<file path="src/hdl/tla_alarm_defines.svh">
`ifndef TLA_ALARM_DEFINES_SVH
`define TLA_ALARM_DEFINES_SVH

// ---------------------------------------------------------------
// register offsets (read and write addresses differ for some)
// ---------------------------------------------------------------
`define TLA_A_LOC_RES     8'h00
`define TLA_A_REM_RES_HI  8'h01
`define TLA_A_STATUS      8'h02
`define TLA_A_CFG_RD      8'h03
`define TLA_A_RATE_RD     8'h04
`define TLA_A_LHI_RD      8'h05
`define TLA_A_LLO_RD      8'h06
`define TLA_A_RHI_RD      8'h07
`define TLA_A_RLO_RD      8'h08
`define TLA_A_CFG_WR      8'h09
`define TLA_A_RATE_WR     8'h0A
`define TLA_A_LHI_WR      8'h0B
`define TLA_A_LLO_WR      8'h0C
`define TLA_A_RHI_WR      8'h0D
`define TLA_A_RLO_WR      8'h0E
`define TLA_A_ONESHOT     8'h0F
`define TLA_A_REM_RES_LO  8'h10
`define TLA_A_OFF_HI      8'h11
`define TLA_A_OFF_LO      8'h12
`define TLA_A_RHI_LO      8'h13
`define TLA_A_RLO_LO      8'h14
`define TLA_A_RFAN        8'h19
`define TLA_A_LFAN        8'h20
`define TLA_A_HYST        8'h21
`define TLA_A_FILT        8'h22
`define TLA_A_MAKER       8'hFE

// ---------------------------------------------------------------
// reset values
// ---------------------------------------------------------------
`define TLA_R_ZERO        8'h00
`define TLA_R_RATE        8'h08
`define TLA_R_HI_LIM      8'h55
`define TLA_R_FAN_LIM     8'h6C
`define TLA_R_HYST        8'h0A
`define TLA_R_FILT        8'h01

// ---------------------------------------------------------------
// field positions
// ---------------------------------------------------------------
`define TLA_CFG_MASK      7
`define TLA_CFG_STBY      6
`define TLA_CFG_PIN       5
`define TLA_CFG_RANGE     2
`define TLA_FILT_TMO      7
`define TLA_FILT_LSB      1
`define TLA_FILT_MSB      3

// ---------------------------------------------------------------
// clamp limits of the corrected remote result, quarter degrees
// ---------------------------------------------------------------
`define TLA_REM_MAX_BIN   12'h1FF
`define TLA_REM_MAX_EXT   12'h3FF

`endif

</file>
<file path="src/hdl/tla_pkg.sv">
`default_nettype none

package tla_pkg;

   // byte from the serial engine: first byte of a write is the pointer
   typedef struct packed {
      logic       valid;
      logic       first;
      logic [7:0] data;
   } tla_wr_s;

   // one finished conversion from the converter
   typedef struct packed {
      logic       done;
      logic [7:0] locTemp;
      logic [9:0] remTemp;
      logic       sensorOpen;
   } tla_meas_s;

   typedef struct packed {
      logic [7:0] ptr;
      logic [7:0] cfg;
      logic [7:0] rate;
      logic [7:0] locHi;
      logic [7:0] locLo;
      logic [7:0] remHiM;
      logic [7:0] remLoM;
      logic [1:0] remHiL;
      logic [1:0] remLoL;
      logic [7:0] offM;
      logic [1:0] offL;
      logic [7:0] remFan;
      logic [7:0] locFan;
      logic [7:0] hyst;
      logic [7:0] filt;
      logic [7:0] locRes;
      logic [9:0] remRes;
      logic       openNow;
      logic [4:0] sticky;
      logic       alertLatch;
      logic [7:0] rdData;
      logic       oneShot;
      logic       sample;
   } tla_main_s;

   typedef struct packed {
      logic [2:0] count;
   } tla_cmp_s;

   typedef struct packed {
      logic trip;
   } tla_hyst_s;

endpackage : tla_pkg

`default_nettype wire

</file>
<file path="src/hdl/tla_limit_cmp.sv">
`default_nettype none

module tla_limit_cmp
   import tla_pkg::*;
#(
   parameter int W = 10
) (
   input  wire logic         clk,
   input  wire logic         sys_rst,
   input  wire logic         sample,
   input  wire logic [W-1:0] temp,
   input  wire logic [W-1:0] hiLim,
   input  wire logic [W-1:0] loLim,
   input  wire logic [2:0]   need,
   output logic              overNow,
   output logic              underNow,
   output logic              overFilt,
   output logic              underFilt
);

   tla_cmp_s r_reg;
   tla_cmp_s r_next;
   logic     enough;

   assign overNow   = temp > hiLim;
   assign underNow  = temp <= loLim;
   assign enough    = r_reg.count >= need;
   assign overFilt  = overNow & enough;
   assign underFilt = underNow & enough;

   always_comb begin
      r_next = r_reg;
      if (sample) begin
         if (!(overNow | underNow)) begin
            r_next.count = 3'h0;
         end else if (r_reg.count != 3'h4) begin
            r_next.count = r_reg.count + 3'h1;
         end
      end
   end

   always_ff @(posedge clk or posedge sys_rst) begin
      if (sys_rst) begin
         r_reg <= '0;
      end else begin
         r_reg <= r_next;
      end
   end
endmodule : tla_limit_cmp

`default_nettype wire

</file>
<file path="src/hdl/tla_fan_hyst.sv">
`default_nettype none

module tla_fan_hyst
   import tla_pkg::*;
(
   input  wire logic       clk,
   input  wire logic       sys_rst,
   input  wire logic [7:0] temp,
   input  wire logic [7:0] limit,
   input  wire logic [7:0] hyst,
   output logic            trip
);

   tla_hyst_s  r_reg;
   tla_hyst_s  r_next;
   logic [7:0] release_lvl;

   // saturate so a large hysteresis cannot wrap the release level
   assign release_lvl = (hyst > limit) ? 8'h00 : limit - hyst;
   assign trip        = r_reg.trip;

   always_comb begin
      r_next = r_reg;
      if (temp > limit) begin
         r_next.trip = 1'b1;
      end else if (temp <= release_lvl) begin
         r_next.trip = 1'b0;
      end
   end

   always_ff @(posedge clk or posedge sys_rst) begin
      if (sys_rst) begin
         r_reg <= '0;
      end else begin
         r_reg <= r_next;
      end
   end
endmodule : tla_fan_hyst

`default_nettype wire

</file>
<file path="src/hdl/tla_alarm_top.sv">
`include "tla_alarm_defines.svh"
`default_nettype none

module tla_alarm_top
   import tla_pkg::*;
#(
   // arbitrary neutral value
   parameter logic [7:0] MAKER_CODE = 8'h5A
) (
   input  wire logic      clk,
   input  wire logic      sys_rst,
   input  wire tla_wr_s   wr,
   input  wire logic      rdStrobe,
   input  wire logic      araStrobe,
   input  wire tla_meas_s meas,
   input  wire logic      convBusy,
   output logic [7:0]     rdData,
   output logic           oneShotReq,
   output logic           standbyMode,
   output logic           extRange,
   output logic [7:0]     rateCode,
   output logic           busTimeoutEn,
   output logic           fan_limit_out_n,
   output logic           fanLimitOe,
   output logic           alarmOut,
   output logic           alarmOe
);

   tla_main_s   r_reg;
   tla_main_s   r_next;

   logic        alertMode;
   logic        statusRd;
   logic [9:0]  offset;
   logic [11:0] remSum;
   logic [9:0]  remAdj;
   logic [2:0]  need;
   logic [4:0]  setVec;
   logic [4:0]  condVec;
   logic [4:0]  keepVec;
   logic [7:0]  statusByte;
   logic        lOverNow;
   logic        lUnderNow;
   logic        lOverF;
   logic        lUnderF;
   logic        rOverNow;
   logic        rUnderNow;
   logic        rOverF;
   logic        rUnderF;
   logic        lFanTrip;
   logic        rFanTrip;
   logic        lHiTrip;
   logic        rHiTrip;

   // ---------------------------------------------------------------
   // mode decode
   // ---------------------------------------------------------------
   // pin role select
   assign alertMode    = ~r_reg.cfg[`TLA_CFG_PIN];
   assign standbyMode  = r_reg.cfg[`TLA_CFG_STBY];
   assign extRange     = r_reg.cfg[`TLA_CFG_RANGE];
   assign rateCode     = r_reg.rate;
   assign busTimeoutEn = r_reg.filt[`TLA_FILT_TMO];
   assign statusRd     = rdStrobe & (r_reg.ptr == `TLA_A_STATUS);

   always_comb begin
      need = 3'h1;
      for (int i = `TLA_FILT_LSB; i <= `TLA_FILT_MSB; i++) begin
         need = need + {2'b00, r_reg.filt[i]};
      end
   end

   // ---------------------------------------------------------------
   // remote offset correction
   // ---------------------------------------------------------------
   // signed offset add
   assign offset = {r_reg.offM, r_reg.offL};
   assign remSum = $signed({2'b00, meas.remTemp}) + $signed({{2{offset[9]}}, offset});

   always_comb begin
      if (remSum[11]) begin
         remAdj = 10'h000;
      end else if (!extRange && remSum > `TLA_REM_MAX_BIN) begin
         remAdj = 10'(`TLA_REM_MAX_BIN);
      end else if (remSum > `TLA_REM_MAX_EXT) begin
         remAdj = 10'(`TLA_REM_MAX_EXT);
      end else begin
         remAdj = remSum[9:0];
      end
   end

   // ---------------------------------------------------------------
   // limit comparators
   // ---------------------------------------------------------------
   // compared in stored format
   tla_limit_cmp #(.W(8)) u_locCmp (
      .clk       (clk),
      .sys_rst   (sys_rst),
      .sample    (r_reg.sample),
      .temp      (r_reg.locRes),
      .hiLim     (r_reg.locHi),
      .loLim     (r_reg.locLo),
      .need      (need),
      .overNow   (lOverNow),
      .underNow  (lUnderNow),
      .overFilt  (lOverF),
      .underFilt (lUnderF)
   );

   tla_limit_cmp #(.W(10)) u_remCmp (
      .clk       (clk),
      .sys_rst   (sys_rst),
      .sample    (r_reg.sample),
      .temp      (r_reg.remRes),
      .hiLim     ({r_reg.remHiM, r_reg.remHiL}),
      .loLim     ({r_reg.remLoM, r_reg.remLoL}),
      .need      (need),
      .overNow   (rOverNow),
      .underNow  (rUnderNow),
      .overFilt  (rOverF),
      .underFilt (rUnderF)
   );

   // ---------------------------------------------------------------
   // fan limit channels, shared hysteresis
   // ---------------------------------------------------------------
   // one hysteresis for all
   tla_fan_hyst u_locFan (
      .clk     (clk),
      .sys_rst (sys_rst),
      .temp    (r_reg.locRes),
      .limit   (r_reg.locFan),
      .hyst    (r_reg.hyst),
      .trip    (lFanTrip)
   );

   tla_fan_hyst u_remFan (
      .clk     (clk),
      .sys_rst (sys_rst),
      .temp    (r_reg.remRes[9:2]),
      .limit   (r_reg.remFan),
      .hyst    (r_reg.hyst),
      .trip    (rFanTrip)
   );

   // second pin behaves like the fan pin, so it reuses the hysteresis
   tla_fan_hyst u_locHi (
      .clk     (clk),
      .sys_rst (sys_rst),
      .temp    (r_reg.locRes),
      .limit   (r_reg.locHi),
      .hyst    (r_reg.hyst),
      .trip    (lHiTrip)
   );

   tla_fan_hyst u_remHi (
      .clk     (clk),
      .sys_rst (sys_rst),
      .temp    (r_reg.remRes[9:2]),
      .limit   (r_reg.remHiM),
      .hyst    (r_reg.hyst),
      .trip    (rHiTrip)
   );

   // ---------------------------------------------------------------
   // status flags
   // ---------------------------------------------------------------
   assign setVec  = {lOverF, lUnderF, rOverF, rUnderF, r_reg.openNow};
   assign condVec = {lOverNow, lUnderNow, rOverNow, rUnderNow, r_reg.openNow};
   assign keepVec = statusRd ? condVec : 5'h1F;

   assign statusByte = {convBusy, r_reg.sticky, rFanTrip, lFanTrip};

   // ---------------------------------------------------------------
   // next state
   // ---------------------------------------------------------------
   always_comb begin
      r_next         = r_reg;
      r_next.oneShot = 1'b0;
      r_next.sample  = 1'b0;

      if (meas.done) begin
         r_next.locRes  = meas.locTemp;
         r_next.remRes  = remAdj;
         r_next.openNow = meas.sensorOpen;
         r_next.sample  = 1'b1;
      end

      if (wr.valid) begin
         if (wr.first) begin
            r_next.ptr = wr.data;
         end else begin
            case (r_reg.ptr)
               `TLA_A_CFG_WR: r_next.cfg = wr.data & 8'hE4;
               `TLA_A_RATE_WR: r_next.rate = wr.data;
               `TLA_A_LHI_WR: r_next.locHi = wr.data;
               `TLA_A_LLO_WR: r_next.locLo = wr.data;
               `TLA_A_RHI_WR: r_next.remHiM = wr.data;
               `TLA_A_RLO_WR: r_next.remLoM = wr.data;
               `TLA_A_ONESHOT: r_next.oneShot = standbyMode;
               `TLA_A_OFF_HI: r_next.offM = wr.data;
               `TLA_A_OFF_LO: r_next.offL = wr.data[7:6];
               `TLA_A_RHI_LO: r_next.remHiL = wr.data[7:6];
               `TLA_A_RLO_LO: r_next.remLoL = wr.data[7:6];
               `TLA_A_RFAN: r_next.remFan = wr.data;
               `TLA_A_LFAN: r_next.locFan = wr.data;
               `TLA_A_HYST: r_next.hyst = wr.data;
               `TLA_A_FILT: r_next.filt = wr.data;
               default: r_next.ptr = r_reg.ptr;
            endcase
         end
      end

      // set wins over a read clear in the same cycle
      if (alertMode) begin
         r_next.sticky = setVec | (r_reg.sticky & keepVec);
      end else begin
         r_next.sticky[4:1] = setVec[4:1];
         r_next.sticky[0]   = setVec[0] | (r_reg.sticky[0] & keepVec[0]);
      end

      r_next.alertLatch = (alertMode & (|r_reg.sticky))
                        | (r_reg.alertLatch & ~(araStrobe & (r_reg.sticky == 5'h00)));

      case (r_reg.ptr)
         `TLA_A_LOC_RES: r_next.rdData = r_reg.locRes;
         `TLA_A_REM_RES_HI: r_next.rdData = r_reg.remRes[9:2];
         `TLA_A_STATUS: r_next.rdData = statusByte;
         `TLA_A_CFG_RD: r_next.rdData = r_reg.cfg;
         `TLA_A_RATE_RD: r_next.rdData = r_reg.rate;
         `TLA_A_LHI_RD: r_next.rdData = r_reg.locHi;
         `TLA_A_LLO_RD: r_next.rdData = r_reg.locLo;
         `TLA_A_RHI_RD: r_next.rdData = r_reg.remHiM;
         `TLA_A_RLO_RD: r_next.rdData = r_reg.remLoM;
         `TLA_A_REM_RES_LO: r_next.rdData = {r_reg.remRes[1:0], 6'h00};
         `TLA_A_OFF_HI: r_next.rdData = r_reg.offM;
         `TLA_A_OFF_LO: r_next.rdData = {r_reg.offL, 6'h00};
         `TLA_A_RHI_LO: r_next.rdData = {r_reg.remHiL, 6'h00};
         `TLA_A_RLO_LO: r_next.rdData = {r_reg.remLoL, 6'h00};
         `TLA_A_RFAN: r_next.rdData = r_reg.remFan;
         `TLA_A_LFAN: r_next.rdData = r_reg.locFan;
         `TLA_A_HYST: r_next.rdData = r_reg.hyst;
         `TLA_A_FILT: r_next.rdData = r_reg.filt;
         `TLA_A_MAKER: r_next.rdData = MAKER_CODE;
         default: r_next.rdData = 8'h00;
      endcase
   end

   always_ff @(posedge clk or posedge sys_rst) begin
      if (sys_rst) begin
         r_reg        <= '0;
         r_reg.rate   <= `TLA_R_RATE;
         r_reg.locHi  <= `TLA_R_HI_LIM;
         r_reg.remHiM <= `TLA_R_HI_LIM;
         r_reg.remFan <= `TLA_R_FAN_LIM;
         r_reg.locFan <= `TLA_R_FAN_LIM;
         r_reg.hyst   <= `TLA_R_HYST;
         r_reg.filt   <= `TLA_R_FILT;
      end else begin
         r_reg <= r_next;
      end
   end

   // ---------------------------------------------------------------
   // pins
   // ---------------------------------------------------------------
   assign rdData          = r_reg.rdData;
   assign oneShotReq      = r_reg.oneShot;
   assign fanLimitOe      = lFanTrip | rFanTrip;
   assign fan_limit_out_n = ~fanLimitOe;
   assign alarmOe  = alertMode ? (r_reg.alertLatch & ~r_reg.cfg[`TLA_CFG_MASK]) : (lHiTrip | rHiTrip);
   assign alarmOut = ~alarmOe;
endmodule : tla_alarm_top

`default_nettype wire

</file>
<file path="config.mk">
export PLATFORM = sky130hd
export DESIGN_NAME = tla_alarm_top
export DESIGN_NICKNAME = d
export VERILOG_FILES = /design/src/hdl/tla_pkg.sv /design/src/hdl/tla_limit_cmp.sv /design/src/hdl/tla_fan_hyst.sv /design/src/hdl/tla_alarm_top.sv
export VERILOG_INCLUDE_DIRS = /design/src /design/src/hdl
export SDC_FILE = /design/constraint.sdc
export NUM_CORES = 1
export LEC_CHECK = 0
export BUFFER_PORTS_ARGS = -buffer_cell sky130_fd_sc_hd__buf_2
export CAP_MARGIN = 20
export CORE_ASPECT_RATIO = 1.2
export CORE_UTILIZATION = 50
export CTS_CLUSTER_DIAMETER = 40
export DETAILED_ROUTE_END_ITERATION = 10
export GPL_ROUTABILITY_DRIVEN = 1
export HOLD_SLACK_MARGIN = 0.12
export PLACE_DENSITY = 0.72
export REMOVE_ABC_BUFFERS = 1
export SLEW_MARGIN = 20
export SYNTH_ARGS = -nofsm -noshare
export SYNTH_HDL_FRONTEND = slang
export SYNTH_SLANG_ARGS = --single-unit
</file>
<file path="constraint.sdc">
create_clock -name clk -period 4.3 [get_ports clk]
set_input_delay 0.43 -clock clk [delete_from_list [all_inputs] [get_ports clk]]
set_output_delay 0.43 -clock clk [all_outputs]
set_load 0.02 [all_outputs]
</file>
==> run_results.csv, run 1 <==
group,metric,value,unit
logic_synthesis,synth_seq_area_share,33.4,%
global_routing,grt_usage,29.6,%
global_routing,grt_max_degree,104,
die,ios,59,
critical_path,worstSetupPathType,"register to register",
critical_path,r2r_end,"u_locFan.trip",
drt,ant_nets,0,
clock_network,root_buffer,"clkbuf_16",
drt,avgRoutedWirePerCell,21.4,µm
timing,rsz0062_at_grt,"false",
timing,slew_headroom,18.8,%
pwr,max-vdd-ir-drop,301,µV
logic_synthesis,async_flop_share,100,%
logic_synthesis,ys_warn_count,0,
min_path,hold_class,"input port to async pin",
clock_network,clock_latency,440,ps
placed_design,portBuffers,58,
logic_synthesis,yosysMostFrequentCell,"ha_1",
critical_path,startpoint,"r_reg[44]",
cells_and_area,multi_input_area,0.00652,mm²
logic_synthesis,synth_seq_cells,143,
clock_network,ctsHoldBuffers,0,
timing,setup_viol,0,
cells_and_area,post_route_cells_drive_above_1_share,18.5,%
critical_path,cp.required,4610,ps
clock_network,cts.clk_slew.worst_paths,60,ps
logic_synthesis,synthTopCellsByArea,"dfrtp_1, ha_1, mux2_2",
critical_path,cp_max_fo,7,
die,coreArea,0.0210,mm²
global_routing,antenna_found_initial,2,
drt,drc,0,
global_routing,grt_pass1_wl,49000,µm
timing,hold_ws,185,ps
placed_design,gp_congestion,0.911,
logic_synthesis,synthTopCellsByCount,"ha_1, dfrtp_1, inv_1",
timing,tns,0,ps
logic_synthesis,synth_top_area_share,28.5,%
timing,timing.fmax,287,MHz
timing,finalClockSkew,10.7,ps
cells_and_area,layout.nets,1363,
timing,fin_crit,3480,ps
logic_synthesis,yosysUniqueCellTypes,73,
cells_and_area,syn2layout_area_growth,9.62,%
drt,firstDrtPassIters,9,
critical_path,worstSetupStartpointType,"register",
cells_and_area,antenna_cells,0,
placed_design,dp_hpwl,23000,µm
cells_and_area,largest_register_ffs,102,
cells_and_area,nFillCells,1861,
clock_network,cts_resized,0,
timing,finalCritPeriodShare,80.9,%
logic_synthesis,netlist_instances,1147,
drt,wl,31400,µm
die,die-area,0.0222,mm²
drt,drt_iter0_drc,774,
die,start_util,51.2,%
drt,via_per_inst,6.13,
logic_synthesis,synth.cell_area,0.0108,mm²
cells_and_area,seq_area,0.00360,mm²
run,maxCapViolCount,0,
clock_network,cts-htree-levels,4,
critical_path,end_kind,"register",
global_routing,grt_pass1_vias,8851,
critical_path,critical_path.endpoint,"u_locFan.trip",
logic_synthesis,synth_ff_type,"dfrtp_1",
pwr,power_density,466,mW/mm²
run_status,status,"completed",
die,die_y,163,µm
timing,hold_viol_final,0,
global_routing,grt_overflow_total,0,
timing,drv_slew,0,
die,dieWidth,136,µm
logic_synthesis,synth.avg_cell_area,9.40,µm²
critical_path,r2r_slack,820,ps
clock_network,cts_buffer_depth,2,
logic_synthesis,synth_top_area_cell,"dfrtp_1",
pwr,p_leak,5.66,nW
drt,via_count,8984,
critical_path,r2r_cells,14,
clock_network,cts_tree,"built",
critical_path,arrival,3790,ps
pwr,p_total,0.00551,W
clock_network,post-cts-setup-buffers,0,
timing,tightest_slew,1210,ps
die,rows,58,
critical_path,r2r-start,"r_reg[44]",
clock_network,clock-sinks,143,
logic_synthesis,synth_edf_count,0,
clock_network,cts_buffers,17,
==> worst max-delay path, stage by stage (launching register included) <==
cell and delay, ps:
dfstp_2 680, inv_1 190, ha_1 320, nor2b_1 120, o21ai_0 220, a21boi_0 200, o41ai_1 460, nor3b_1 100
a31oi_1 160, a2bb2oi_1 190, ha_1 270, a21oi_1 120, o21ai_0 100, o211ai_1 110, o21ai_0 110
==> area by class of cell <==
class | count | share of cell area, %
multi-input cells | 847 | 55.1
flip-flops and latches | 143 | 30.5
clock buffers | 17 | 3.60
well taps | 270 | 2.86
repair buffers | 68 | 3.09
inverters | 105 | 3.38
clock inverters | 15 | 1.46
==> layer usage <==
| metal | track usage [%] | vias to the layer above | part of all wire [%] |
|---|---|---|---|
| li1 | - | 4170 | - |
| met1 | 36.8 | 4281 | 40 |
| met2 | 47.9 | 411 | 47 |
| met3 | 6.29 | 120 | 7.6 |
| met4 | 15.3 | 2 | 5.3 |
| met5 | 0 | - | 0.029 |
==> logic make-up (layout without fill, tap and decap cells) <==
logic type      Yosys count  after routing  synth area share (%)
compound gates          270            270                  15.8
xor+xnor                 24             24                  1.95
fa+ha+maj               146            146                  17.3
buf+inv                 157            205                  6.15
flops                   143            143                  33.4
mux                     102            102                  10.8
simple gates            305            305                  14.6
==> worst min-delay path by stage <==
stage	from	endpoint	slack, ps	cells after the start
CTS	meas[11]	r_reg[27]	200	3
finish	sys_rst	r_reg[59]	190	2
floorplan	condVec[0]	r_reg[11]	420	1
global placement	r_reg[10]	r_reg[10]	460	2
global route	meas[11]	r_reg[27]	210	3
detailed placement	condVec[0]	r_reg[11]	480	1
==> through the flow <==
step / instance area, µm² / setup WS (ps) / cells / util, %
floorplan: 10500 / 65.2 / 1095 / -
global placement: 11200 / 967 / 1433 / 53.3
detailed placement: 11200 / 865 / 1433 / 53.3
CTS: 11800 / 863 / 1465 / 56.2
global route: 11800 / 416 / 1465 / 56.2
finish: 11800 / 821 / 1465 / 56.2
==> where the power goes <==
group          internal, W  leakage [nW]  switching (W)  total, W
Sequential         0.00156          1.71       0.000311   0.00187
Clock             0.000875         0.290       0.000671   0.00155
Combinational     0.000948          3.66        0.00115   0.00210
==> placed cells by master, fill, tap and decap left out, types with 4 or more instances in the layout <==
cell,n
o22ai_1,23
ha_1,141
a221oi_1,4
nand2_1,95
nand4_1,19
a21oi_1,50
fa_1,5
mux2_2,77
dfstp_2,20
dfrtp_1,123
and3_1,5
clkbuf_16,17
mux2i_1,21
inv_6,8
buf_2,58
nor4_1,4
nor3_1,26
buf_4,10
a31oi_1,12
nor2b_1,33
o21ai_0,86
nand3b_1,6
inv_1,104
xnor2_1,18
nor2_1,47
o21a_1,8
or3_1,5
o211ai_1,4
xor2_1,6
a22oi_1,17
nand3_1,16
a21o_1,30
nand2b_1,23
No activity file was read; power rests on OpenSTA's default activity.
==> run 2: changes to the inputs <==
==> constraint.sdc (replaced) <==
create_clock -name clk -period 2.98 [get_ports clk]
set_input_delay 0.298 -clock clk [delete_from_list [all_inputs] [get_ports clk]]
set_output_delay 0.298 -clock clk [all_outputs]
set_load 0.02 [all_outputs]
==> run 2 against run 1 <==
  * The run now ends with setup timing left
  * Register-to-register slack lost 1000 ps
  * Core utilization grew 3.8 points
  * Combinational power grew 74%
  * Clock power grew 40%
  * Sequential power grew 41%
  * Final area grew 6.8%
  * Sequential share of layout area shrank 1.9 points
==> run_results.csv, run 2 (synthesis gave the netlist of run 1 again) <==
group,metric,value,unit
timing,drv_slew,0,
clock_network,cts.clk_slew.worst_paths,70,ps
clock_network,cts_buffers,17,
critical_path,arrival,3480,ps
timing,setup_viol,4,
critical_path,end_kind,"register",
pwr,p_leak,6.05,nW
global_routing,grt_max_degree,74,
die,dieWidth,136,µm
clock_network,cts-htree-levels,4,
run,maxCapViolCount,0,
run_status,status,"finished, violations left",
drt,firstDrtPassIters,5,
die,start_util,51.2,%
clock_network,clock-sinks,143,
placed_design,portBuffers,58,
critical_path,slowest_stage,"dfstp_2",
timing,slew_headroom,46.9,%
timing,finalClockSkew,10.8,ps
die,coreArea,0.0210,mm²
cells_and_area,nFillCells,1775,
cells_and_area,post_route_cells_drive_above_1_share,25.3,%
drt,drt_iter0_drc,865,
cells_and_area,layout.nets,1441,
timing,fin_crit,3170,ps
timing,finalCritPeriodShare,106,%
die,die_y,163,µm
cells_and_area,instances_no_fill,1543,
die,die-area,0.0222,mm²
clock_network,cts_tree,"built",
cells_and_area,final_cell_mix,"ha_1, dfrtp_1, inv_1, nand2_1",
pwr,power_density,671,mW/mm²
timing,fin_ws,-188,ps
pwr,max-vdd-ir-drop,435,µV
run_status,violations,"setup timing",
placed_design,dp_hpwl,23900,µm
drt,ant_nets,0,
critical_path,cp_max_fo,6,
cells_and_area,final_common_cell,"ha_1",
timing,hold_ws,152,ps
placed_design,placed_cells,1486,
global_routing,grt_usage,30.4,%
global_routing,grt_pass1_vias,9073,
pwr,p_total,0.00847,W
drt,via_count,9358,
critical_path,cpPeakStageDelay,540,ps
die,rows,58,
drt,via_per_inst,6.06,
drt,avgRoutedWirePerCell,21.0,µm
cells_and_area,syn2layout_area_growth,17.1,%
global_routing,grt_pass1_wl,50200,µm
global_routing,grt_overflow_total,0,
critical_path,worstSetupPathType,"register to register",
die,ios,59,
timing,timing.fmax,316,MHz
drt,wl,32400,µm
clock_network,clock_latency,440,ps
drt,drc,0,
critical_path,crit_chain,"inv_2 -> ha_4 -> fa_2 -> nor2b_1 -> o21ai_1 -> a21oi_1 -> o21ai_1 -> nand2b_1 -> a31o_4 -> nand2b_1 -> ha_1 -> nor2b_4 -> o21ai_1 -> nand2b_1 -> a21oi_1 -> o21ai_1 -> o211ai_1 -> o21ai_1",
timing,hold_viol_final,0,
cells_and_area,antenna_cells,0,
clock_network,cts_buffer_depth,2,
placed_design,gp_congestion,0.974,
cells_and_area,largest_register_ffs,102,
clock_network,root_buffer,"clkbuf_16",
global_routing,antenna_found_initial,0,
critical_path,cp.required,3290,ps
critical_path,cpMostUsedCell,"o21ai_1",
critical_path,worstSetupStartpointType,"register",
timing,tightest_slew,791,ps
min_path,hold_class,"input port to register",
timing,rsz0062_at_grt,"true",
==> run 2: changes by cell type in the layout (fill, tap and decap cells not counted), sizes merged <==
cell / previous run / this run
clkinv: 2 / 5
buf: 68 / 136
inv: 114 / 110
dlygate4sd3: 0 / 10
clkbuf: 17 / 18
==> run 2: power breakdown <==
| group | switching (W) | internal, W | total (W) |
|---|---|---|---|
| Sequential | 0.000395 | 0.00225 | 0.00264 |
| Combinational | 0.00188 | 0.00178 | 0.00366 |
| Clock | 0.000921 | 0.00125 | 0.00217 |
==> run 2: through the flow <==
stage / setup slack, ps / area (µm²) / util, % / TNS, ps
6_report: -188 / 12600 / 60.0 / -364
5_1_grt: -300 / 12600 / 60.0 / -1020
4_1_cts: -36.2 / 12500 / 59.5 / -81.9
3_5_place_dp: -306 / 11600 / 55.3 / -1110
3_3_place_gp: -179 / 11600 / 55.3 / -631
2_1_floorplan: -1120 / 10500 / - / -140140
==> run 2: critical path: cells and delay by family (launching register included) <==
family,cells,cell delay (ps)
flip-flops,1,540
adder cells (fa/ha/maj),3,870
buffers and inverters,1,50
AO/OA/AOI/OAI,9,1080
AND/OR/NAND/NOR,5,500
==> run 2: cell type report <==
| type | instances | area [µm²] | area share (%) |
|---|---|---|---|
| inverters | 105 | 402 | 3.18 |
| repair buffers | 146 | 988 | 7.83 |
| well taps | 270 | 338 | 2.67 |
| clock inverters | 14 | 156 | 1.24 |
| flip-flops and latches | 143 | 3600 | 28.5 |
| multi-input cells | 847 | 6710 | 53.1 |
| clock buffers | 18 | 429 | 3.40 |
==> run 2: timing repair <==
| item | 4_1_cts | 5_1_grt |
|---|---|---|
| buffers inserted | 10 | 5 |
| hold endpoints to repair | 72 | 0 |
| pin swaps | 23 | 14 |
| hold buffers | 10 | 0 |
| resized for setup | 43 | 19 |
| endpoints found under the setup margin | 4 | 4 |
==> run 2: routing by layer <==
metal / vias up / share of wire (%) / global-route usage (%)
li1: 4336 / - / -
met1: 4498 / 41 / 38.7
met2: 412 / 47 / 49.4
met3: 112 / 7.3 / 5.23
met4: 0 / 4.9 / 15.3
met5: - / 0 / 0
==> run 2: worst paths after layout <==
| check | from | to | slack, ps | cells after the start |
|---|---|---|---|---|
| setup / recovery | r_reg[89] | u_remHi.trip | -190 | 18 |
| setup reg to reg | r_reg[89] | u_remHi.trip | -190 | 18 |
| max in group asynchronous | sys_rst | r_reg[107] | 1640 | 4 |
| hold / removal | araStrobe | r_reg[10] | 150 | 4 |
| hold reg to reg | condVec[0] | r_reg[11] | 470 | 1 |
| min in group asynchronous | sys_rst | u_remHi.trip | 530 | 3 |
